`config.mk`:
```
export PLATFORM = sky130hd
export DESIGN_NAME = iam_top
export DESIGN_NICKNAME = d
export VERILOG_FILES = /design/src/rtl/iam_top.v
export VERILOG_INCLUDE_DIRS = /design/src /design/src/rtl
export SDC_FILE = /design/constraint.sdc
export NUM_CORES = 1
export LEC_CHECK = 0
export ABC_AREA = 1
export BUFFER_PORTS_ARGS = -buffer_cell sky130_fd_sc_hd__clkbuf_2
export CORE_UTILIZATION = 41
export DETAILED_ROUTE_END_ITERATION = 12
export PLACE_DENSITY = 0.62
export SLEW_MARGIN = 20
export SYNTH_ARGS = -nofsm -noshare
export SYNTH_HDL_FRONTEND = slang
export SYNTH_SLANG_ARGS = --single-unit
```
`constraint.sdc`:
```
create_clock -name aclk -period 9.6 [get_ports aclk]
set_input_delay 0 -clock aclk [delete_from_list [all_inputs] [get_ports aclk]]
set_output_delay 0 -clock aclk [all_outputs]
set_load 0.1 [all_outputs]
```
`src/rtl/iam_regs.vh`:
```
/*
 * Register offsets, field positions, reset values and timing counts
 * for the index address modifier.
 * Assumes a 32-bit AXI4-Lite register bus with byte addresses.
 */
`ifndef IAM_REGS_VH
`define IAM_REGS_VH

// Register byte offsets
`define IAM_CTRL_OFS      8'h00
`define IAM_STATUS_OFS    8'h04
`define IAM_BFIELD_OFS    8'h08
`define IAM_AFIELD_OFS    8'h0c
`define IAM_BIXLOC_OFS    8'h10
`define IAM_AIXLOC_OFS    8'h14
`define IAM_INTSTAT_OFS   8'h18
`define IAM_INTMASK_OFS   8'h1c

// Control register fields
`define IAM_CTRL_GO       0
`define IAM_CTRL_MINUS    1
`define IAM_CTRL_BNOIX    2
`define IAM_CTRL_ANOIX    3
`define IAM_CTRL_OP_LO    4
`define IAM_CTRL_OP_HI    7

// Operation code that selects the index algorithm
`define IAM_OP_INDEX      4'h9

// Interrupt status bit positions
`define IAM_INT_DONE      0
`define IAM_INT_CHECK     1

// Position counter values and store phase
`define IAM_Q_FIRST       3'h4
`define IAM_Q_LAST        3'h1
`define IAM_Q_ZERO        3'h0
`define IAM_STORE_PHASE   2'h3

// Reset values
`define IAM_FIELD_RST     16'h0000
`define IAM_MASK_RST      2'h0

`endif

```
`src/rtl/iam_top.v`:
```
/*
 * Index address modifier: adds four-digit index registers, read one
 * character at a time from main memory, into the B and A address
 * fields, digit by digit, under a six-step sequencer.
 * Assumes a same-clock memory that answers each read strobe with
 * one valid pulse, and an AXI4-Lite register master.
 */
//
// Summary of operation
// - Start only when operation code equals 1001
// - Step 0 reads B index digit
// - Fault at count zero checks; count four clears minus
// - Step 1 loads B field digit to addend
// - Step 2 writes sum into B digit
// - B store at 3T, decrement, loop
// - Step 3 reads A index digit
// - A no-indexing in step 3 exits
// - Step 4 loads A field digit to addend
// - Step 5 writes sum into A digit
// - Decrement, back to step 3, clear indexing
`include "iam_regs.vh"

module iam_top #(
    parameter AW = 16                        // Memory address width
) (
    input  wire          aclk,
    input  wire          aresetn,
    input  wire [7:0]    s_axi_awaddr,
    input  wire          s_axi_awvalid,
    output reg           s_axi_awready,
    input  wire [31:0]   s_axi_wdata,
    input  wire [3:0]    s_axi_wstrb,
    input  wire          s_axi_wvalid,
    output reg           s_axi_wready,
    output reg  [1:0]    s_axi_bresp,
    output reg           s_axi_bvalid,
    input  wire          s_axi_bready,
    input  wire [7:0]    s_axi_araddr,
    input  wire          s_axi_arvalid,
    output reg           s_axi_arready,
    output reg  [31:0]   s_axi_rdata,
    output reg  [1:0]    s_axi_rresp,
    output reg           s_axi_rvalid,
    input  wire          s_axi_rready,
    output reg           mem_rd_q,
    output reg  [AW-1:0] mem_addr_q,
    input  wire          mem_rvalid,
    input  wire [3:0]    mem_rdata,
    input  wire          mem_data_fault,
    output reg  [3:0]    internal_bus_q,
    output reg           irq_q
);

    // Sequencer steps
    localparam [2:0] ST_RD_B = 3'd0;
    localparam [2:0] ST_IX_B = 3'd1;
    localparam [2:0] ST_ST_B = 3'd2;
    localparam [2:0] ST_RD_A = 3'd3;
    localparam [2:0] ST_IX_A = 3'd4;
    localparam [2:0] ST_ST_A = 3'd5;

    reg          busy_q;                    // Algorithm running
    reg  [2:0]   step_q;                    // Current step
    reg  [1:0]   phase_q;                   // Step clock phase 0T..3T
    reg  [2:0]   pos_q;                     // Digit-position counter
    reg          rd_wait_q;                 // Memory read outstanding
    reg  [3:0]   idx_digit_q;               // Index-digit holding reg
    reg  [3:0]   addend_q;                  // Addend register
    reg          carry_q;                   // Carry/borrow between digits
    reg          minus_q;                   // Subtract control
    reg          check_q;                   // Check condition
    reg          b_noix_q;                  // second_operand_no_indexing
    reg          a_noix_q;                  // first_operand_no_indexing
    reg  [7:0]   ctrl_q;                    // Control register image
    reg  [15:0]  bfield_q;                  // B address field, BCD
    reg  [15:0]  afield_q;                  // A address field, BCD
    reg  [AW-1:0] bix_loc_q;                // B index register location
    reg  [AW-1:0] aix_loc_q;                // A index register location
    reg  [1:0]   int_stat_q;                // Sticky events
    reg  [1:0]   int_mask_q;                // Event mask
    reg          aw_got_q;                  // Write address held
    reg          w_got_q;                   // Write data held
    reg  [7:0]   awaddr_q;
    reg  [31:0]  wdata_q;

    // Digit selected by counter: 4->0, 3->1, 2->2, 1->3
    wire [1:0]   dig_sel = 2'd3 - pos_q[1:0] + 2'd1;
    wire [AW-1:0] dig_ofs = {{(AW-2){1'b0}}, dig_sel};
    wire         store_ph = (phase_q == `IAM_STORE_PHASE);

    // Write and read decode
    wire         wr_fire = aw_got_q && w_got_q && !s_axi_bvalid;
    wire         rd_fire = s_axi_arvalid && s_axi_arready;
    wire         wr_ctrl = wr_fire && awaddr_q == `IAM_CTRL_OFS;
    wire         go_req  = wr_ctrl && wdata_q[`IAM_CTRL_GO] && !busy_q;
    wire         rd_istat = rd_fire && s_axi_araddr == `IAM_INTSTAT_OFS;

    // Events raised by the sequencer
    reg          ev_done_q;
    reg          ev_check_q;

    reg  [4:0]   raw;
    reg  [3:0]   sum_digit;
    reg          sum_carry;
    always @* begin
        raw = 5'd0;
        if (!minus_q) begin
            raw = {1'b0, idx_digit_q} + {1'b0, addend_q} + {4'd0, carry_q};
            sum_carry = (raw > 5'd9);
            // Decimal correction wraps above nine
            sum_digit = sum_carry ? raw[3:0] + 4'd6 : raw[3:0];
        end else begin
            raw = {1'b0, addend_q} - {1'b0, idx_digit_q}
                  - {4'd0, carry_q};
            sum_carry = raw[4];
            // Borrow: tens complement correction
            sum_digit = sum_carry ? raw[3:0] - 4'd6 : raw[3:0];
        end
    end

    // Selected digit of each address field
    wire [3:0] b_dig = bfield_q[15 - 4*dig_sel -: 4];
    wire [3:0] a_dig = afield_q[15 - 4*dig_sel -: 4];

    // Index sequencer
    always @(posedge aclk) begin
        ev_done_q  <= 1'b0;
        ev_check_q <= 1'b0;
        if (!aresetn) begin
            busy_q      <= 1'b0;
            step_q      <= ST_RD_B;
            phase_q     <= 2'd0;
            pos_q       <= `IAM_Q_ZERO;
            rd_wait_q   <= 1'b0;
            mem_rd_q    <= 1'b0;
            mem_addr_q  <= {AW{1'b0}};
            idx_digit_q <= 4'h0;
            addend_q    <= 4'h0;
            carry_q     <= 1'b0;
            minus_q     <= 1'b0;
            check_q     <= 1'b0;
            b_noix_q    <= 1'b0;
            a_noix_q    <= 1'b0;
            internal_bus_q <= 4'h0;
            bfield_q    <= `IAM_FIELD_RST;
            afield_q    <= `IAM_FIELD_RST;
        end else begin
            mem_rd_q <= 1'b0;
            // Fields writable only while idle
            if (wr_fire && !busy_q && awaddr_q == `IAM_BFIELD_OFS)
                bfield_q <= wdata_q[15:0];
            if (wr_fire && !busy_q && awaddr_q == `IAM_AFIELD_OFS)
                afield_q <= wdata_q[15:0];
            if (wr_ctrl && !busy_q)
                minus_q <= wdata_q[`IAM_CTRL_MINUS];
            if (go_req && wdata_q[`IAM_CTRL_OP_HI:`IAM_CTRL_OP_LO]
                    == `IAM_OP_INDEX) begin
                busy_q   <= 1'b1;
                step_q   <= ST_RD_B;
                phase_q  <= 2'd0;
                pos_q    <= `IAM_Q_FIRST;
                check_q  <= 1'b0;
                b_noix_q <= wdata_q[`IAM_CTRL_BNOIX];
                a_noix_q <= wdata_q[`IAM_CTRL_ANOIX];
            end else if (busy_q) begin
                phase_q <= phase_q + 2'd1;
                case (step_q)
                    ST_RD_B, ST_RD_A: begin
                        if (step_q == ST_RD_A && a_noix_q) begin
                            busy_q  <= 1'b0;
                            ev_done_q <= 1'b1;
                        end else if (!rd_wait_q) begin
                            mem_addr_q <= (step_q == ST_RD_B ?
                                bix_loc_q : aix_loc_q) + dig_ofs;
                            mem_rd_q  <= 1'b1;
                            rd_wait_q <= 1'b1;
                            phase_q   <= 2'd0;
                        end else if (mem_rvalid) begin
                            rd_wait_q   <= 1'b0;
                            idx_digit_q <= mem_rdata;
                            internal_bus_q <= mem_rdata;
                            if (pos_q == `IAM_Q_ZERO && mem_data_fault) begin
                                check_q  <= 1'b1;
                                ev_check_q <= 1'b1;
                            end
                            if (pos_q == `IAM_Q_FIRST) begin
                                minus_q <= 1'b0;
                                carry_q <= 1'b0;
                            end
                            step_q  <= step_q + 3'd1;
                            phase_q <= 2'd0;
                        end else begin
                            // Hold phase while memory answers
                            phase_q <= 2'd0;
                        end
                    end
                    ST_IX_B: begin
                        addend_q       <= b_dig;
                        internal_bus_q <= b_dig;
                        step_q  <= ST_ST_B;
                        phase_q <= 2'd0;
                    end
                    ST_IX_A: begin
                        addend_q       <= a_dig;
                        internal_bus_q <= a_dig;
                        step_q  <= ST_ST_A;
                        phase_q <= 2'd0;
                    end
                    ST_ST_B: begin
                        internal_bus_q <= sum_digit;
                        if (store_ph) begin
                            bfield_q[15 - 4*dig_sel -: 4] <= sum_digit;
                            carry_q <= sum_carry;
                            pos_q   <= pos_q - 3'd1;
                            phase_q <= 2'd0;
                            if (pos_q == `IAM_Q_LAST || b_noix_q) begin
                                step_q  <= ST_RD_A;
                                pos_q   <= `IAM_Q_FIRST;
                            end else begin
                                step_q  <= ST_RD_B;
                            end
                        end
                    end
                    ST_ST_A: begin
                        internal_bus_q <= sum_digit;
                        if (store_ph) begin
                            afield_q[15 - 4*dig_sel -: 4] <= sum_digit;
                            carry_q <= sum_carry;
                            pos_q   <= pos_q - 3'd1;
                            step_q  <= ST_RD_A;
                            phase_q <= 2'd0;
                            if (pos_q == `IAM_Q_LAST)
                                a_noix_q <= 1'b1;
                        end
                    end
                    default: begin
                        // Unused code: abandon cleanly
                        busy_q <= 1'b0;
                        step_q <= ST_RD_B;
                    end
                endcase
            end
        end
    end

    // Sticky events, mask and interrupt; set wins over read-clear
    always @(posedge aclk) begin
        if (!aresetn) begin
            int_stat_q <= 2'b00;
            int_mask_q <= `IAM_MASK_RST;
            ctrl_q     <= 8'h00;
            bix_loc_q  <= {AW{1'b0}};
            aix_loc_q  <= {AW{1'b0}};
            irq_q      <= 1'b0;
        end else begin
            int_stat_q <= (rd_istat ? 2'b00 : int_stat_q)
                          | {ev_check_q, ev_done_q};
            irq_q <= |(int_stat_q & int_mask_q);
            if (wr_fire && awaddr_q == `IAM_INTMASK_OFS)
                int_mask_q <= wdata_q[1:0];
            if (wr_ctrl)
                ctrl_q <= {wdata_q[7:1], 1'b0};
            // Locations fixed while running
            if (wr_fire && !busy_q && awaddr_q == `IAM_BIXLOC_OFS)
                bix_loc_q <= wdata_q[AW-1:0];
            if (wr_fire && !busy_q && awaddr_q == `IAM_AIXLOC_OFS)
                aix_loc_q <= wdata_q[AW-1:0];
        end
    end

    // AXI write channels: address and data taken in either order
    always @(posedge aclk) begin
        if (!aresetn) begin
            s_axi_awready <= 1'b0;
            s_axi_wready  <= 1'b0;
            s_axi_bvalid  <= 1'b0;
            s_axi_bresp   <= 2'b00;
            aw_got_q      <= 1'b0;
            w_got_q       <= 1'b0;
            awaddr_q      <= 8'h00;
            wdata_q       <= 32'h0000_0000;
        end else begin
            s_axi_awready <= !aw_got_q && !s_axi_awready;
            s_axi_wready  <= !w_got_q && !s_axi_wready;
            if (s_axi_awvalid && s_axi_awready) begin
                aw_got_q      <= 1'b1;
                awaddr_q      <= s_axi_awaddr;
                s_axi_awready <= 1'b0;
            end
            if (s_axi_wvalid && s_axi_wready) begin
                w_got_q      <= 1'b1;
                wdata_q      <= s_axi_wdata;
                s_axi_wready <= 1'b0;
            end
            if (wr_fire) begin
                // Unmapped or unaligned: slave error
                s_axi_bvalid <= 1'b1;
                s_axi_bresp  <= (awaddr_q[1:0] != 2'b00 ||
                    awaddr_q > `IAM_INTMASK_OFS) ? 2'b10 : 2'b00;
            end
            if (s_axi_bvalid && s_axi_bready) begin
                s_axi_bvalid <= 1'b0;
                aw_got_q     <= 1'b0;
                w_got_q      <= 1'b0;
            end
        end
    end

    // AXI read channel: one read at a time
    always @(posedge aclk) begin
        if (!aresetn) begin
            s_axi_arready <= 1'b0;
            s_axi_rvalid  <= 1'b0;
            s_axi_rdata   <= 32'h0000_0000;
            s_axi_rresp   <= 2'b00;
        end else begin
            s_axi_arready <= !s_axi_rvalid && !s_axi_arready;
            if (rd_fire) begin
                s_axi_arready <= 1'b0;
                s_axi_rvalid  <= 1'b1;
                s_axi_rresp   <= 2'b00;
                case (s_axi_araddr)
                    `IAM_CTRL_OFS:    s_axi_rdata <= {24'h0, ctrl_q};
                    `IAM_STATUS_OFS:  s_axi_rdata <= {22'h0, a_noix_q,
                        b_noix_q, check_q, pos_q, step_q, busy_q};
                    `IAM_BFIELD_OFS:  s_axi_rdata <= {16'h0, bfield_q};
                    `IAM_AFIELD_OFS:  s_axi_rdata <= {16'h0, afield_q};
                    `IAM_BIXLOC_OFS:  s_axi_rdata <= {{(32-AW){1'b0}},
                        bix_loc_q};
                    `IAM_AIXLOC_OFS:  s_axi_rdata <= {{(32-AW){1'b0}},
                        aix_loc_q};
                    `IAM_INTSTAT_OFS: s_axi_rdata <= {30'h0, int_stat_q};
                    `IAM_INTMASK_OFS: s_axi_rdata <= {30'h0, int_mask_q};
                    default: begin
                        s_axi_rdata <= 32'h0000_0000;
                        s_axi_rresp <= 2'b10;
                    end
                endcase
            end else if (s_axi_rvalid && s_axi_rready) begin
                s_axi_rvalid <= 1'b0;
            end
        end
    end

endmodule

```
==> results of run 1 <==
-- metrics by stage --
stage	std cells	util, %	cell area, um^2	hold slack (ns)	total power [uW]
finish	1687	49.68	10610	0.06577	1553
global route	1687	49.68	10610	0.1056	1603
detailed placement	1616	45.05	9620	0.2516	854.9
CTS	1686	49.61	10590	0.05321	1563
floorplan	1313	-	9114	0.1349	828.5
global placement	1616	45.05	9620	0.2460	853.9
-- routing by layer --
layer | vias to the layer above | global-route usage [%] | share of wire [%]
li1 | 4495 | - | -
met1 | 4086 | 35.86 | 47
met2 | 331 | 38.99 | 43
met3 | 42 | 4.333 | 7.4
met4 | 2 | 10.15 | 2.6
met5 | - | 1.818 | 0.18
-- kinds of logic (layout without fill, tap and decap cells) --
logic type	Yosys count	in the layout
compound gates	377	377
xor+xnor	12	12
fa+ha+maj	29	29
buf+inv	235	334
flops	171	171
mux	1	1
other cells	1	18
simple gates	470	470
-- registers in the layout, indices dropped and copies added (netlist names), 2 cells and up --
register,cells
bix_loc_q,16
s_axi_rdata,16
afield_q,16
awaddr_q,8
idx_digit_q,4
bfield_q,16
step_q,3
phase_q,2
addend_q,4
int_mask_q,2
ctrl_q,7
int_stat_q,2
wdata_q,16
pos_q,3
aix_loc_q,16
internal_bus_q,4
mem_addr_q,16
-- critical path, cell delays in order, from the launching register on --
cell and delay [ns]:
dfxtp_1 0.31, buf_4 0.33, inv_1 0.44, ha_1 0.45
inv_1 0.35, fa_1 0.62, nor3_4 0.32, inv_2 0.06
nor2_1 0.18, a21o_1 0.15, nand3_1 0.06, nand2_1 0.07
inv_1 0.04
-- area by class of cell --
| cell class | instances | area share [%] |
|---|---|---|
| multi-input cells | 907 | 44.53 |
| clock inverters | 12 | 1.191 |
| well taps | 275 | 3.243 |
| inverters | 166 | 5.873 |
| clock buffers | 20 | 4.399 |
| flip-flops and latches | 171 | 32.27 |
| repair buffers | 136 | 8.492 |
-- power by group through the flow --
stage                     clock network (uW)  registers (uW)  logic (uW)
after floorplan                            0             754        74.2
after CTS                                712             726         124
after global placement                     0             742         112
after detailed placement                   0             743         112
after global routing                     741             727         134
final                                    701             726         125
-- path summary, 6_finish.rpt --
kind                                       end  slack (ns)
worst min register to register   int_stat_q[0]        0.43
worst min-delay path             int_stat_q[0]        0.07
worst max-delay path            mem_addr_q[14]        6.12
worst max register to register  mem_addr_q[14]        6.12
-- layout by cell type (no fill, tap or decap), types with 10 or more instances in the layout --
master,instances
nand2_1,237
dfxtp_1,171
inv_1,156
o21ai_0,141
a21oi_1,141
nor2_1,127
clkbuf_2,89
nand3_1,54
dlygate4sd3_1,38
a211oi_1,36
ha_1,24
nor3_1,20
conb_1,18
clkbuf_16,17
o211ai_1,13
xor2_1,10
nand4_1,10
==> results.sh, run 1 <==
export IMPL_start_util_pct=42.38
export IMPL_drive_above_1_share_pct=11.47
export IMPL_area_growth_pct=17.23
export IMPL_comb_power_share_pct=8.1
export IMPL_worstRegToRegCells=12
export IMPL_die_height_um=150.6
export IMPL_skew_ns=0.01106
export IMPL_arrival_ns=3.82
export IMPL_syn_inst=1296
export IMPL_place_congestion=0.9277
export IMPL_synth_top_area_share_pct=37.83
export IMPL_worstSetupEndpointType="register"
export IMPL_cts_buffer_depth=2
export IMPL_fillerInstances=2190
export IMPL_power_frac_seq_pct=46.8
export IMPL_hp_class="input pin to register"
export IMPL_overflow=0
export IMPL_place_hpwl_mm=20.27
export IMPL_multiInputGateArea_um2=4725
export IMPL_hold_start="s_axi_araddr[2]"
export IMPL_drc=0
export IMPL_grt_pass1_wl_mm=44.32
export IMPL_synth_simple_gate_area_share_pct=22.00
export IMPL_diodes=0
export IMPL_slew_headroom_pct=30.08
export IMPL_synthArstFlopShare_pct=0
export IMPL_wire_per_inst_um=16.79
export IMPL_grt_max_degree=85
export IMPL_crit_path_max_fanout=30
export IMPL_nets=1493
export IMPL_holdBufCountCts=38
export IMPL_post_cts_buffers=0
export IMPL_root_buffer="clkbuf_16"
export IMPL_hold_depth=5
export IMPL_synthAdderAreaFrac_pct=4.424
export IMPL_yosysUniqueCellTypes=50
export IMPL_synth_xor_area_share_pct=1.161
export IMPL_core_um2=21350
export IMPL_path_class="register to register"
export IMPL_post_place_ws_ns=6.185
export IMPL_fin_crit_sh_pct=36.28
export IMPL_first_global_vias=8193
export IMPL_gr_usage_all_layers_pct=25.68
export IMPL_timing_final_max_slew_violations=0
export IMPL_power_leakage_uw=0.004335
export IMPL_syn_area_um2=9050
export IMPL_yosysMostFrequentCell="nand2_1"
export IMPL_ys_ff_latch=171
export IMPL_status="complete, no violations"
export IMPL_rr_startpoint="pos_q[0]"
export IMPL_switching_power_uw=419.4
export IMPL_synth_edf_count=0
export IMPL_synth_top_family_by_area="compound AO/OA/AOI/OAI gates"
export IMPL_die_area_um2=22670
export IMPL_intPower_uw=1133
export IMPL_hold_viol=0
export IMPL_crit_start="pos_q[0]"
export IMPL_io_buffers=89
export IMPL_routed_via_density=5.309
export IMPL_cp_data_required_time_ns=9.94
export IMPL_yosysWarningCount=0
export IMPL_rsz0062_at_grt="no"
export IMPL_ant_nets=0
export IMPL_routed_wl_mm=28.33
export IMPL_antenna_found_initial=0
export IMPL_yosys_top_cells_area="dfxtp_1 38%, nand2_1 9.8%, a21oi_1 7.8%"
export IMPL_synth_common_cells="237 x nand2_1, 171 x dfxtp_1, 157 x inv_1"
export IMPL_firstDrtPassIters=6
export IMPL_num_rows=53
export IMPL_pwr_share_clk_pct=45.2
export IMPL_ys_seq_area_share_pct=37.83
export IMPL_synth_mux_area_share_pct=0.1106
export IMPL_clock_sinks=171
export IMPL_regArea_um2=3423
export IMPL_period_minus_slack_ns=3.483
export IMPL_synth_largest_area_cell="dfxtp_1"
export IMPL_power_density_nw_per_um2=146.4
export IMPL_fin_setup_tns_ns=0
export IMPL_vdd_drop_max_v=0.0001194
export IMPL_htree_num_levels=4
export IMPL_cts_resized=0
export IMPL_worstMarginPinSlew_ns=1.047
export IMPL_setup_viol=0
export IMPL_drv_cap=0
export IMPL_setup_ws_ns=6.117
export IMPL_cts_clk_slew_worst_paths_ns=0.07
export IMPL_first_iter_violations=785
export IMPL_synthFlopType="dfxtp_1"
export IMPL_top_level_ports=128
export IMPL_num_vias=8956
export IMPL_fmax_ghz=0.2871
export IMPL_insertion_delay_ns=0.44
export IMPL_syn_avg_cell_area_um2=6.983
export IMPL_cts_tree="yes"
export IMPL_die_x_um=150.6
export IMPL_start_kind="register"
export IMPL_synth_compound_area_share_pct=23.60
export IMPL_switching_share_pct=27.01
export IMPL_cts_inserted_buffers=17
Power figures use the tool's default switching activity.
==> run 2, diff against run 1 <==
==> constraint.sdc (replaced) <==
create_clock -name aclk -period 3.4 [get_ports aclk]
set_input_delay 0 -clock aclk [delete_from_list [all_inputs] [get_ports aclk]]
set_output_delay 0 -clock aclk [all_outputs]
set_load 0.1 [all_outputs]
==> run 2 against run 1 <==
The flow now finishes with violations (hold timing). First-iteration DRC count rose by 5.5%. Non-clock buffer count increased by 8. Critical path depth rose by 3. Combinational power rose to 2.8 times the previous value. Die area unchanged. Register-to-register slack worse by 5.7 ns. Sequential power rose to 2.8 times the previous value. Fmax up 15%. Flip-flop and latch count unchanged. Sequential share of layout area shrank 0.12 points. Via count grew 1.5%. Critical path type unchanged. Largest power group unchanged. Highest routed layer is now met4.
==> results.sh, run 2 (synthesis gave the netlist of run 1 again) <==
export IMPL_status="finished with violations"
export IMPL_violations="hold timing"
export IMPL_place_congestion=0.9474
export IMPL_power_density_nw_per_um2=411.1
export IMPL_cts_tree="yes"
export IMPL_post_place_ws_ns=0.4813
export IMPL_fmax_ghz=0.3309
export IMPL_crit_path_max_fanout=4
export IMPL_path_class="register to register"
export IMPL_power_leakage_uw=0.004350
export IMPL_place_hpwl_mm=20.59
export IMPL_timing_final_max_slew_violations=0
export IMPL_regArea_um2=3423
export IMPL_fin_setup_tns_ns=0
export IMPL_worstRegToRegCells=15
export IMPL_first_iter_violations=828
export IMPL_vdd_drop_max_v=0.0002932
export IMPL_fillerInstances=2143
export IMPL_diodes=0
export IMPL_fin_crit_sh_pct=88.89
export IMPL_hold_viol=1
export IMPL_worst_hold_slack_ns=-0.007536
export IMPL_slew_headroom_pct=26.66
export IMPL_arrival_ns=3.38
export IMPL_clock_sinks=171
export IMPL_hold_depth=4
export IMPL_core_um2=21350
export IMPL_power_total_uw=4378
export IMPL_first_global_vias=8121
export IMPL_routed_via_density=5.363
export IMPL_holdBufCountCts=36
export IMPL_die_area_um2=22670
export IMPL_routed_wl_mm=28.10
export IMPL_start_util_pct=42.38
export IMPL_worstMarginPinSlew_ns=1.098
export IMPL_area_growth_pct=17.67
export IMPL_gr_max_usage_layer="met2"
export IMPL_final_common_cell="nand2_1"
export IMPL_cts_clk_slew_worst_paths_ns=0.07
export IMPL_setup_ws_ns=0.3778
export IMPL_worstSetupEndpointType="register"
export IMPL_hp_class="input pin to register"
export IMPL_drv_cap=0
export IMPL_antenna_found_initial=1
export IMPL_die_x_um=150.6
export IMPL_start_kind="register"
export IMPL_rsz0062_at_grt="no"
export IMPL_cts_inserted_buffers=17
export IMPL_multiInputGateArea_um2=4725
export IMPL_grt_pass1_wl_mm=44.18
export IMPL_nets=1501
export IMPL_grt_max_degree=57
export IMPL_setup_viol=0
export IMPL_drc=0
export IMPL_die_height_um=150.6
export IMPL_drive_above_1_share_pct=11.90
export IMPL_post_cts_buffers=0
export IMPL_skew_ns=0.01112
export IMPL_grt_util_met3_pct=5.212
export IMPL_ant_nets=0
export IMPL_cts_buffer_depth=2
export IMPL_top_level_ports=128
export IMPL_cts_resized=0
export IMPL_htree_num_levels=4
export IMPL_insertion_delay_ns=0.43
export IMPL_io_buffers=89
export IMPL_num_rows=53
export IMPL_period_minus_slack_ns=3.022
export IMPL_use_met2_pct=39.56
export IMPL_overflow=0
export IMPL_grt_use_met1_pct=35.28
export IMPL_firstDrtPassIters=7
export IMPL_cp_data_required_time_ns=3.76
export IMPL_num_vias=9091
export IMPL_wire_per_inst_um=16.58
export IMPL_gr_usage_all_layers_pct=25.64
export IMPL_root_buffer="clkbuf_16"
export IMPL_final_cell_mix="237 x nand2_1, 171 x dfxtp_1, 156 x inv_1"
[run 2: cell types whose count changed in the layout (fill, tap and decap cells not counted), sizes merged]
cell         previous run  this run
buf                     9        19
clkinv                  8         6
clkbuf                109       110
inv                   169       166
clkinvlp                0         3
dlygate4sd3            38        36
bufinv                  1         2
[run 2: worst paths after layout]
path                                       to   startpoint  slack [ns]
worst max-delay path             bfield_q[10]  addend_q[0]        0.38
worst min-delay path                rd_wait_q   mem_rvalid      -0.008
worst max register to register   bfield_q[10]  addend_q[0]        0.38
worst min register to register  int_stat_q[1]   ev_check_q        0.45
[run 2: area by class of cell]
type | count | area share (%)
timing repair buffer | 144 | 8.906
inverter | 166 | 5.851
multi-input combinational | 907 | 44.37
tap | 275 | 3.231
sequential | 171 | 32.15
clock inverter | 11 | 1.269
clock buffer | 21 | 4.230
[run 2: through the flow]
step / hold slack (ns) / cell area [um^2] / utilization, % / instances
after floorplan: 0.1349 / 9114 / - / 1313
after global placement: 0.2521 / 9703 / 45.44 / 1627
after detailed placement: 0.2551 / 9703 / 45.44 / 1627
after CTS: 0.0002159 / 10650 / 49.87 / 1695
after global routing: 0.01332 / 10650 / 49.87 / 1695
final: -0.007536 / 10650 / 49.87 / 1695
[run 2: layer usage]
layer / part of all wire (%) / wire length, um
met5: 0 / 0
met4: 2.5 / 699
met3: 7.4 / 2093
met2: 44 / 12320
met1: 46 / 12990
[run 2: report_power, final]
part           total [uW]  internal (uW)  switching [uW]  leakage (uW)
registers            2050           2030            19.7       0.00138
logic                 352           79.3             273       0.00269
clock network        1970           1110             861      0.000275
[run 2: worst max-delay path, cell delays in order (launching register included)]
cell and delay (ns):
dfxtp_1 0.35, fa_1 0.45, fa_1 0.56, inv_1 0.07
ha_1 0.17, inv_1 0.09, nor2_1 0.05, a21oi_1 0.12
nand2_1 0.10, nand2_1 0.12, nand2_1 0.07, nand3_1 0.07
nand2_1 0.16, nor2_1 0.29, nand3_1 0.11, a21oi_1 0.16
